===== src/rtl/pllodb_pkg.sv =====
package pllodb_pkg;

   // ----------------------------------------------------------------
   // Clock and timing
   // ----------------------------------------------------------------
   localparam int CLK_MHZ        = 200;                          // Oscillator clock rate
   localparam int LOCK_TIME_MS   = 10;                           // Longest settle time
   localparam int LOCK_CYCLES    = LOCK_TIME_MS * CLK_MHZ * 1000; // Rounded down, exact here

   // ----------------------------------------------------------------
   // Geometry
   // ----------------------------------------------------------------
   localparam int BANK_OUTS      = 4;                            // Outputs per bank
   localparam int FRZ_BITS       = 13;                           // Three banks plus return
   localparam int HALF_W         = 4;                            // Half-ratio counter width
   localparam int FRZ_CNT_W      = 4;                            // Serial bit counter width

   // Freeze vector positions
   localparam int FRZ_POS_A      = 0;
   localparam int FRZ_POS_B      = 4;
   localparam int FRZ_POS_C      = 8;
   localparam int FRZ_POS_FB     = 12;

   // ----------------------------------------------------------------
   // Register map (byte addresses)
   // ----------------------------------------------------------------
   localparam logic [7:0] REG_CTRL_OFS   = 8'h00;
   localparam logic [7:0] REG_FRZ_OFS    = 8'h04;
   localparam logic [7:0] REG_STAT_OFS   = 8'h08;
   localparam logic [7:0] REG_OUTS_OFS   = 8'h0C;

   // Control field positions
   localparam int CTRL_SEL_A_POS  = 0;   // Two bits
   localparam int CTRL_SEL_B_POS  = 2;   // Two bits
   localparam int CTRL_SEL_C_POS  = 4;   // Two bits
   localparam int CTRL_SEL_FB_POS = 6;   // Three bits, top bit halves return clock
   localparam int CTRL_HALVE_POS  = 9;   // Extra divide-by-two ahead of all banks
   localparam int CTRL_INV_POS    = 10;  // Invert third bank outputs two and three
   localparam int CTRL_W          = 11;
   localparam logic [CTRL_W-1:0] CTRL_RST = 11'h000;

   // Status field positions
   localparam int STAT_LOCK_POS   = 0;
   localparam int STAT_BUSY_POS   = 1;

   // ----------------------------------------------------------------
   // Divide tables, stored as half ratios
   // ----------------------------------------------------------------
   localparam logic [HALF_W-1:0] HALF_A  [4] = '{4'h2, 4'h3, 4'h4, 4'h6};
   localparam logic [HALF_W-1:0] HALF_B  [4] = '{4'h2, 4'h3, 4'h4, 4'h5};
   localparam logic [HALF_W-1:0] HALF_C  [4] = '{4'h1, 4'h2, 4'h3, 4'h4};
   localparam logic [HALF_W-1:0] HALF_FB [8] = '{4'h2, 4'h3, 4'h4, 4'h5,
                                                 4'h4, 4'h6, 4'h8, 4'hA};

   // Serial freeze port states
   typedef enum logic [1:0] {
      PLLODB_FRZ_IDLE  = 2'b01,
      PLLODB_FRZ_SHIFT = 2'b10
   } pllodb_frz_state_t;

endpackage


===== src/rtl/pllodb_top.sv =====
// Summary of operation
// - Three banks of four clock outputs and one return output, each bank set by its own select.
// - Each bank divides the oscillator clock directly by its selected ratio.
// - The halving select puts one divide-by-two stage ahead of all banks, ratios kept.
// - Only an outside feedback path is used; the return output is routed back externally.
// - The top return select bit halves the return clock, doubling outputs against reference.
// - The return divider offers seven distinct ratios, independent of the bank settings.
// - The invert select inverts outputs two and three of the third bank by half a period.
// - Lock is reported 10 ms and one cycle after a divide setting last changed.
// - Each output is frozen or released through a serial input port.
// - A frozen output is held low while its divider keeps counting, staying in phase.
// - A freeze or release takes effect only while the output is low.
// - Reset clears every freeze so that all outputs run.
`timescale 1ns/10ps
module pllodb_top
   import pllodb_pkg::*;
#(
   parameter int LOCK_CNT = LOCK_CYCLES                  // Settle time in cycles
) (
   input  wire logic        clk,                         // Oscillator clock
   input  wire logic        sys_rst,                     // Synchronous reset, high
   input  wire logic        psel,                        // APB select
   input  wire logic        penable,                     // APB enable
   input  wire logic        pwrite,                      // APB direction
   input  wire logic [7:0]  paddr,                       // APB byte address
   input  wire logic [31:0] pwdata,                      // APB write data
   output logic      [31:0] prdata,                      // APB read data
   output logic             pready,                      // APB ready
   output logic             pslverr,                     // APB error
   input  wire logic        frz_clk,                     // Serial freeze clock pin
   input  wire logic        frz_data,                    // Serial freeze data pin
   output logic      [3:0]  first_bank_outputs,          // First bank clocks
   output logic      [3:0]  second_bank_outputs,         // Second bank clocks
   output logic      [3:0]  third_bank_outputs,          // Third bank clocks
   output logic             loop_return_output,          // Return clock to loop input
   output logic             lock_ok                      // Settle time elapsed
);

   localparam int LOCK_W = $clog2(LOCK_CNT + 1);

   // ----------------------------------------------------------------
   // Declarations
   // ----------------------------------------------------------------
   logic [CTRL_W-1:0]    ctrl_ff;
   logic                 restart_ff;
   logic                 prescale_ff;
   logic                 tick;
   logic [LOCK_W-1:0]    lock_cnt_ff;
   logic                 lock_ff;
   logic [31:0]          prdata_ff;
   logic                 pready_ff;
   logic                 pslverr_ff;
   logic [31:0]          nxt_rdata;
   logic                 nxt_mapped;
   logic                 wr_ctrl;
   logic [2:0]           clk_sync_ff;
   logic [2:0]           dat_sync_ff;
   logic                 clk_lvl_ff;
   logic                 frz_edge;
   pllodb_frz_state_t    frz_state_ff;
   logic [FRZ_CNT_W-1:0] frz_bits_ff;
   logic [FRZ_BITS-1:0]  frz_shift_ff;
   logic [FRZ_BITS-1:0]  frz_req_ff;
   logic [FRZ_BITS-1:0]  frozen;
   logic [HALF_W-1:0]    half_a;
   logic [HALF_W-1:0]    half_b;
   logic [HALF_W-1:0]    half_c;
   logic [HALF_W-1:0]    half_fb;
   logic [3:0]           inv_c;
   logic [3:0]           q_a;
   logic [3:0]           q_b;
   logic [3:0]           q_c;
   logic                 q_fb;

   // ----------------------------------------------------------------
   // APB slave
   // ----------------------------------------------------------------

   // Read mux and address decode
   always_comb begin
      nxt_rdata  = 32'h0000_0000;
      nxt_mapped = 1'b1;
      unique case (paddr)
         REG_CTRL_OFS: nxt_rdata[CTRL_W-1:0]   = ctrl_ff;
         REG_FRZ_OFS:  nxt_rdata[FRZ_BITS-1:0] = frozen;
         REG_STAT_OFS: begin
            nxt_rdata[STAT_LOCK_POS] = lock_ff;
            nxt_rdata[STAT_BUSY_POS] = (frz_state_ff == PLLODB_FRZ_SHIFT);
         end
         REG_OUTS_OFS: nxt_rdata[FRZ_BITS-1:0] = {q_fb, q_c, q_b, q_a};
         default:      nxt_mapped = 1'b0;
      endcase
   end

   // Ready in first access cycle, data and error captured at setup
   always_ff @(posedge clk) begin
      if (sys_rst) begin
         pready_ff  <= 1'b0;
         pslverr_ff <= 1'b0;
         prdata_ff  <= 32'h0000_0000;
      end else begin
         pready_ff  <= psel & ~penable;
         pslverr_ff <= psel & ~penable & ~nxt_mapped;
         if (psel && !penable && !pwrite) begin
            prdata_ff <= nxt_rdata;
         end
      end
   end

   assign wr_ctrl = psel & penable & pready_ff & pwrite & (paddr == REG_CTRL_OFS);

   // Control register
   always_ff @(posedge clk) begin
      if (sys_rst) begin
         ctrl_ff <= CTRL_RST;
      end else if (wr_ctrl) begin
         ctrl_ff <= pwdata[CTRL_W-1:0];
      end
   end

   // Realign all dividers when any divide setting changes
   always_ff @(posedge clk) begin
      if (sys_rst) begin
         restart_ff <= 1'b0;
      end else begin
         restart_ff <= wr_ctrl &&
                       (pwdata[CTRL_HALVE_POS:0] != ctrl_ff[CTRL_HALVE_POS:0]);
      end
   end

   // ----------------------------------------------------------------
   // Prescaler and settle timer
   // ----------------------------------------------------------------

   // Optional divide-by-two ahead of every bank
   always_ff @(posedge clk) begin
      if (sys_rst || restart_ff) begin
         prescale_ff <= 1'b0;
      end else begin
         prescale_ff <= ~prescale_ff;
      end
   end

   assign tick = ~ctrl_ff[CTRL_HALVE_POS] | prescale_ff;

   // Settle timer restarts on every divide change
   always_ff @(posedge clk) begin
      if (sys_rst || restart_ff) begin
         lock_cnt_ff <= '0;
         lock_ff     <= 1'b0;
      end else if (lock_cnt_ff == LOCK_W'(LOCK_CNT - 1)) begin
         lock_ff     <= 1'b1;
      end else begin
         lock_cnt_ff <= lock_cnt_ff + 1'b1;
      end
   end

   // ----------------------------------------------------------------
   // Serial freeze port
   // ----------------------------------------------------------------

   // Pin synchronisers, three stages
   always_ff @(posedge clk) begin
      if (sys_rst) begin
         clk_sync_ff <= 3'h0;
         dat_sync_ff <= 3'h0;
      end else begin
         clk_sync_ff <= {clk_sync_ff[1:0], frz_clk};
         dat_sync_ff <= {dat_sync_ff[1:0], frz_data};
      end
   end

   // Accepted clock level, changes once stages two and three agree
   always_ff @(posedge clk) begin
      if (sys_rst) begin
         clk_lvl_ff <= 1'b0;
      end else if (clk_sync_ff[1] == clk_sync_ff[2]) begin
         clk_lvl_ff <= clk_sync_ff[2];
      end
   end

   assign frz_edge = (clk_sync_ff[1] == clk_sync_ff[2]) & clk_sync_ff[2] & ~clk_lvl_ff;

   // Start bit of one, then thirteen freeze bits, lowest first
   always_ff @(posedge clk) begin
      if (sys_rst) begin
         frz_state_ff <= PLLODB_FRZ_IDLE;
         frz_bits_ff  <= '0;
         frz_shift_ff <= '0;
      end else if (frz_edge) begin
         unique case (frz_state_ff)
            PLLODB_FRZ_IDLE: begin
               if (dat_sync_ff[2]) begin
                  frz_state_ff <= PLLODB_FRZ_SHIFT;
                  frz_bits_ff  <= '0;
               end
            end
            PLLODB_FRZ_SHIFT: begin
               frz_shift_ff <= {dat_sync_ff[2], frz_shift_ff[FRZ_BITS-1:1]};
               frz_bits_ff  <= frz_bits_ff + 4'h1;
               if (frz_bits_ff == FRZ_CNT_W'(FRZ_BITS - 1)) begin
                  frz_state_ff <= PLLODB_FRZ_IDLE;
               end
            end
         endcase
      end
   end

   // Freeze request, updated when a frame completes
   always_ff @(posedge clk) begin
      if (sys_rst) begin
         frz_req_ff <= '0;
      end else if (frz_edge && frz_state_ff == PLLODB_FRZ_SHIFT &&
                   frz_bits_ff == FRZ_CNT_W'(FRZ_BITS - 1)) begin
         frz_req_ff <= {dat_sync_ff[2], frz_shift_ff[FRZ_BITS-1:1]};
      end
   end

   // ----------------------------------------------------------------
   // Ratio decode
   // ----------------------------------------------------------------

   // Table lookup per bank
   assign half_a  = HALF_A[ctrl_ff[CTRL_SEL_A_POS +: 2]];
   assign half_b  = HALF_B[ctrl_ff[CTRL_SEL_B_POS +: 2]];
   assign half_c  = HALF_C[ctrl_ff[CTRL_SEL_C_POS +: 2]];
   assign half_fb = HALF_FB[ctrl_ff[CTRL_SEL_FB_POS +: 3]];
   assign inv_c   = {{2{ctrl_ff[CTRL_INV_POS]}}, 2'b00};

   // ----------------------------------------------------------------
   // Divider banks
   // ----------------------------------------------------------------

   // First bank
   pllodb_div_bank #(.N(BANK_OUTS)) u_bank_a (
      .clk        (clk),
      .sys_rst    (sys_rst),
      .restart    (restart_ff),
      .tick       (tick),
      .half_ratio (half_a),
      .freeze_req (frz_req_ff[FRZ_POS_A +: BANK_OUTS]),
      .invert     (4'h0),
      .q          (q_a),
      .frozen     (frozen[FRZ_POS_A +: BANK_OUTS])
   );

   // Second bank
   pllodb_div_bank #(.N(BANK_OUTS)) u_bank_b (
      .clk        (clk),
      .sys_rst    (sys_rst),
      .restart    (restart_ff),
      .tick       (tick),
      .half_ratio (half_b),
      .freeze_req (frz_req_ff[FRZ_POS_B +: BANK_OUTS]),
      .invert     (4'h0),
      .q          (q_b),
      .frozen     (frozen[FRZ_POS_B +: BANK_OUTS])
   );

   // Third bank, upper two outputs may be inverted
   pllodb_div_bank #(.N(BANK_OUTS)) u_bank_c (
      .clk        (clk),
      .sys_rst    (sys_rst),
      .restart    (restart_ff),
      .tick       (tick),
      .half_ratio (half_c),
      .freeze_req (frz_req_ff[FRZ_POS_C +: BANK_OUTS]),
      .invert     (inv_c),
      .q          (q_c),
      .frozen     (frozen[FRZ_POS_C +: BANK_OUTS])
   );

   // Return output, fed back to the loop by outside wiring
   pllodb_div_bank #(.N(1)) u_bank_fb (
      .clk        (clk),
      .sys_rst    (sys_rst),
      .restart    (restart_ff),
      .tick       (tick),
      .half_ratio (half_fb),
      .freeze_req (frz_req_ff[FRZ_POS_FB]),
      .invert     (1'b0),
      .q          (q_fb),
      .frozen     (frozen[FRZ_POS_FB])
   );

   // ----------------------------------------------------------------
   // Outputs
   // ----------------------------------------------------------------
   assign first_bank_outputs  = q_a;
   assign second_bank_outputs = q_b;
   assign third_bank_outputs  = q_c;
   assign loop_return_output  = q_fb;
   assign lock_ok             = lock_ff;
   assign prdata              = prdata_ff;
   assign pready              = pready_ff;
   assign pslverr             = pslverr_ff;

endmodule


===== src/rtl/pllodb_div_bank.sv =====
`timescale 1ns/10ps
module pllodb_div_bank
   import pllodb_pkg::*;
#(
   parameter int N = 4                                   // Outputs sharing one counter
) (
   input  wire logic              clk,                   // Oscillator clock
   input  wire logic              sys_rst,               // Synchronous reset
   input  wire logic              restart,               // Realign counter to zero
   input  wire logic              tick,                  // Advance enable from prescaler
   input  wire logic [HALF_W-1:0] half_ratio,            // Half of divide ratio
   input  wire logic [N-1:0]      freeze_req,            // Requested freeze per output
   input  wire logic [N-1:0]      invert,                // Invert per output
   output logic      [N-1:0]      q,                     // Divided clock outputs
   output logic      [N-1:0]      frozen                 // Freeze state in effect
);

   // ----------------------------------------------------------------
   // Shared counter
   // ----------------------------------------------------------------
   logic [HALF_W-1:0] cnt_ff;
   logic              raw_ff;
   logic [N-1:0]      q_ff;
   logic [N-1:0]      frz_ff;

   // Half-period counter, one for the whole bank
   always_ff @(posedge clk) begin
      if (sys_rst || restart) begin
         cnt_ff <= '0;
         raw_ff <= 1'b0;
      end else if (tick) begin
         if (cnt_ff == half_ratio - 4'h1) begin
            cnt_ff <= '0;
            raw_ff <= ~raw_ff;
         end else begin
            cnt_ff <= cnt_ff + 4'h1;
         end
      end
   end

   // ----------------------------------------------------------------
   // Per-output freeze and polarity
   // ----------------------------------------------------------------
   genvar i;
   generate
      for (i = 0; i < N; i++) begin : g_out
         logic lvl;
         assign lvl = raw_ff ^ invert[i];

         // Freeze changes only while the clock is low
         always_ff @(posedge clk) begin
            if (sys_rst) begin
               frz_ff[i] <= 1'b0;
            end else if (!lvl) begin
               frz_ff[i] <= freeze_req[i];
            end
         end

         // Frozen output held low, counter keeps running
         always_ff @(posedge clk) begin
            if (sys_rst) begin
               q_ff[i] <= 1'b0;
            end else begin
               q_ff[i] <= lvl & ~frz_ff[i];
            end
         end
      end
   endgenerate

   assign q      = q_ff;
   assign frozen = frz_ff;

endmodule


===== config.mk =====
export PLATFORM = sky130hd
export DESIGN_NAME = pllodb_top
export DESIGN_NICKNAME = d
export VERILOG_FILES = /design/src/rtl/pllodb_pkg.sv /design/src/rtl/pllodb_top.sv /design/src/rtl/pllodb_div_bank.sv
export SDC_FILE = /design/constraint.sdc
export NUM_CORES = 1
export LEC_CHECK = 0
export ABC_CLOCK_PERIOD_IN_PS = 2100
export BUFFER_PORTS_ARGS = -buffer_cell sky130_fd_sc_hd__buf_4
export CELL_PAD_IN_SITES_DETAIL_PLACEMENT = 2
export CELL_PAD_IN_SITES_GLOBAL_PLACEMENT = 2
export CORE_MARGIN = 2
export CORE_UTILIZATION = 34
export CTS_CLUSTER_DIAMETER = 100
export DETAILED_ROUTE_END_ITERATION = 7
export PLACE_DENSITY_LB_ADDON = 0.1
export SETUP_SLACK_MARGIN = 0.1
export SLEW_MARGIN = 10
export SYNTH_ARGS = -nofsm -noshare
export SYNTH_HDL_FRONTEND = slang
export SYNTH_SLANG_ARGS = --single-unit

===== constraint.sdc =====
create_clock -name clk -period 2.1 [get_ports clk]
set_input_delay 0.105 -clock clk [delete_from_list [all_inputs] [get_ports clk]]
set_output_delay 0.105 -clock clk [all_outputs]
set_load 0.005 [all_outputs]

==> results by group <==
Status
  • Status: complete, no violations

Hold path
  • Hold Path Class: in2reg
  • Worst Hold Launch: pwdata[5]
  • Hold endpoint: ctrl_ff[5]
  • Worst hold path cell count: 3

Synth
  • Sequential fraction of the synthesis area: 0.470
  • Asr flop ratio synth: 0
  • Number of synthesized flops with an enable pin: 0
  • Syn Area/Cell: 8.85 um^2
  • Primary FF master, synth: dfxtp_1
  • Cells after Synth: approximately 650
  • Synth Register Bits: 134
  • Mapped Area: 5710 um^2
  • YS warnings: 0
  • Yosys cell types: 45

Drt
  • # DRC: 0
  • WL/cell: ~18 um
  • Routed vias: between 4000 and 5000
  • DR vias/cell: 5.02
  • Drt first pass iters: 4
  • DR iter-0 viols: 156
  • Routed WL: between 15 and 20 mm
  • Antenna Nets Post-Route: 0

Global route
  • GRT overflow: 0
  • Vias in the first global route: ~5000
  • Largest net degree at the start of global routing: 84
  • GRT Overall Usage: 0.195
  • Initial antenna violation count: 0
  • Global-route wire length before repair: 27.4 mm

Placement
  • GPL Wtd Cong: 0.728
  • PortBufs: 54
  • Hpwl dp: 11.5 mm

Power and ir drop
  • Pwr Total: 6.13 mW
  • P_sw: 1.43 mW
  • VDD IR max: 0.000609 V
  • Register share of total power: 0.441
  • Cell leakage power: around 2.7 nW
  • Internal power: 4.70 mW
  • Combinational share of power: 0.063
  • Switching fraction of total power: 0.233
  • Clock network fraction of design power: 0.495
  • P per Cell Area: around 870 nW/um^2

Floorplan
  • Die height: between 100 and 150 um
  • Std cell rows: 47
  • Starting Density: 0.346
  • Die area: 17800 um^2
  • Core area: 16500 um^2
  • Num ports: 95
  • Die width: 134 um

CTS
  • Clk sinks: 134
  • TritonCTS clock tree: built
  • H-tree Lvls: 4
  • Clk slew on worst S/H paths: 0.06 ns
  • CTS Buffer Depth: 2
  • Root Buffer: clkbuf_16
  • TritonCTS Buffers: 17
  • Clock latency on the worst-skew pair: 0.42 ns

Critical path
  • Crit. path cell count: 6
  • Reg2reg setup slack: 0.26 ns
  • CP delay by family, top: simple AND/OR/NAND/NOR gates
  • Crit-path cells: ha_1 > xnor2_1 > nand2_1 > nor4_2 > nand2b_1 > nor2_1
  • Worst EP arrival: approximately 2.1 ns
  • Slowest cell on the critical path: dfxtp_1
  • WS Path Type: reg2reg
  • Critical Path Max Stage Delay: 0.48 ns
  • Cells on worst reg2reg path: 6
  • Worst path required time: 2.40 ns
  • Max FO, Critical Path: 5
  • CP startpoint kind: flop
  • CP endpoint kind: flop
  • R2R Path Start: ctrl_ff[2]
  • Worst Path Buf+Inv: 0
  • Reg-to-Reg End: u_bank_b.cnt_ff[3]

Timing
  • Setup Total Neg Slack: 0 ns
  • Setup Skew: 0.0113 ns
  • Final Hold Vio Count: 0
  • Worst slew pin tran: 0.549 ns
  • Period Utilization, post-route: 0.878
  • Min Tclk post-route: 1.84 ns
  • Final setup fails: 0
  • Slew Limit Fails: 0
  • Relative slew slack: 0.634
  • Peak Freq: 542 MHz
  • RSZ-0062 raised after global routing: false

Final layout
  • Ant. Diodes: 0
  • Nets: ~770
  • Layout area overhead: 23.3%
  • Number of fill cells: approximately 1800
  • Share of cells above drive strength 1: 0.151

Run
  • Max cap viols: 0
-- registers in the layout (all words and copies together), names as in the netlist, 2 cells and up --
register	flops
u_bank_a.cnt_ff	4
frz_bits_ff	4
frz_shift_ff	12
frz_state_ff	2
u_bank_fb.cnt_ff	4
dat_sync_ff	3
clk_sync_ff	3
prdata	13
u_bank_a.q	4
u_bank_a.frozen	4
u_bank_c.q	4
u_bank_b.frozen	4
u_bank_c.cnt_ff	4
u_bank_b.q	4
frz_req_ff	13
lock_cnt_ff	21
u_bank_b.cnt_ff	4
ctrl_ff	11
u_bank_c.frozen	4
-- power by group through the flow --
stage / sequential (mW) / combinational [mW] / clock (mW)
floorplan: 2.72 / 0.264 / 0
global placement: 2.76 / 0.345 / 0
detailed placement: 2.76 / 0.366 / 0
CTS: 2.71 / 0.395 / 3.11
global route: 2.72 / 0.433 / 3.24
finish: 2.71 / 0.389 / 3.04
-- layer usage --
layer,up-vias,share of wire,wire length (um),GRT usage
met1,2386,0.42,7010,0.228
met2,53,0.54,8940,0.363
met4,0,0.012,194,0.0585
met3,15,0.026,429,0.0358
li1,2272,-,-,-
met5,-,0,0,0
-- worst max-delay path by stage --
| stage | start | end | slack [ns] |
|---|---|---|---|
| final | ctrl_ff[2] | u_bank_b.cnt_ff[3] | 0.26 |
| after global routing | ctrl_ff[8] | u_bank_fb.raw_ff | 0.13 |
| after global placement | ctrl_ff[7] | u_bank_fb.cnt_ff[0] | 0.26 |
| after floorplan | lock_cnt_ff[0] | lock_cnt_ff[0] | 0.47 |
| after detailed placement | ctrl_ff[2] | u_bank_b.cnt_ff[2] | 0.10 |
| after CTS | lock_cnt_ff[0] | lock_cnt_ff[20] | 0.13 |
-- placed cells by master, fill, tap and decap left out, drive strengths merged, types with 2 or more instances in the layout --
cell type    Yosys  routed
dfxtp          134     134
nor2            90      90
nand2           80      80
buf             24      65
a21oi           44      44
mux2i           35      35
xnor2           34      34
o21ai           21      21
clkbuf          27      20
conb             1      19
nand3           18      18
xor2            17      17
ha              14      14
dlygate4sd3      0      14
nand4           12      12
a22oi           12      12
nor3            11      11
nor2b           10      10
inv              8       9
nand2b           7       7
or3              7       7
nor4             5       5
or2              4       4
clkinvlp         0       4
and4             3       3
and3             3       3
a31oi            3       3
bufinv           0       3
nor3b            3       3
clkinv           0       3
and2             3       3
nor4bb           2       2
o211ai           2       2
a211oi           2       2
mux4             2       2
-- synthesized netlist by cell type, drive strengths merged (4+ instances only) --
cell type / number / area [um^2]
dfxtp: 134 / 2680
nor2: 90 / 338
nand2: 80 / 300
a21oi: 44 / 220
mux2i: 35 / 350
xnor2: 34 / 298
clkbuf: 27 / 103
buf: 24 / 173
o21ai: 21 / 105
nand3: 18 / 90.1
xor2: 17 / 149
ha: 14 / 175
a22oi: 12 / 90.1
nand4: 12 / 75.1
nor3: 11 / 60.1
nor2b: 10 / 62.6
inv: 8 / 30.0
nand2b: 7 / 43.8
or3: 7 / 43.8
nor4: 5 / 31.3
or2: 4 / 25.0
-- cell families (layout without fill, tap and decap cells) --
kind of cell | count (synthesis) | after routing | synth area share
adder cells (fa/ha/maj) | 14 | 14 | 0.0307
multiplexers | 37 | 37 | 0.0692
XOR/XNOR | 51 | 51 | 0.0782
other | 1 | 19 | 0.000657
flip-flops | 134 | 134 | 0.470
AND/OR/NAND/NOR | 261 | 261 | 0.211
buffers and inverters | 59 | 118 | 0.0535
AO/OA/AOI/OAI | 88 | 88 | 0.0872
-- worst reg2reg max path, cell delays in order, from the launching register on --
cell and delay, ns:
dfxtp_1 0.48, ha_1 0.30, xnor2_1 0.15, nand2_1 0.10, nor4_2 0.36, nand2b_1 0.26, nor2_1 0.09
-- through the flow --
stage               worst slack, ns  utilization  instance area, um^2  std cells  hold slack (ns)
floorplan                     0.470            -                 5780        663            0.233
global placement              0.257        0.379                 6270        896            0.319
detailed placement            0.105        0.379                 6270        896            0.324
CTS                           0.131        0.425                 7020        941          0.00134
global route                  0.134        0.426                 7040        942           0.0375
finish                        0.256        0.426                 7040        942          0.00741
-- cell type report --
type | count | area, um^2 | share of cell area
Sequential cell | 134 | 2690 | 0.381
Timing Repair Buffer | 79 | 641 | 0.0910
Tap cell | 220 | 275 | 0.0391
Clock buffer | 20 | 447 | 0.0635
Inverter | 8 | 30.0 | 0.00427
Clock inverter | 11 | 151 | 0.0215
Multi-Input combinational cell | 470 | 2810 | 0.399
-- repair_timing --
action / in CTS / in global routing
cloned: 0 / 0
setup endpoints to repair: 8 / 10
endpoints found under the hold margin: 13 / 0
buffers inserted: 0 / 1
resized for setup: 2 / 5
pin swaps: 0 / 1
hold buffers: 14 / 0
Power figures use the tool's default switching activity.
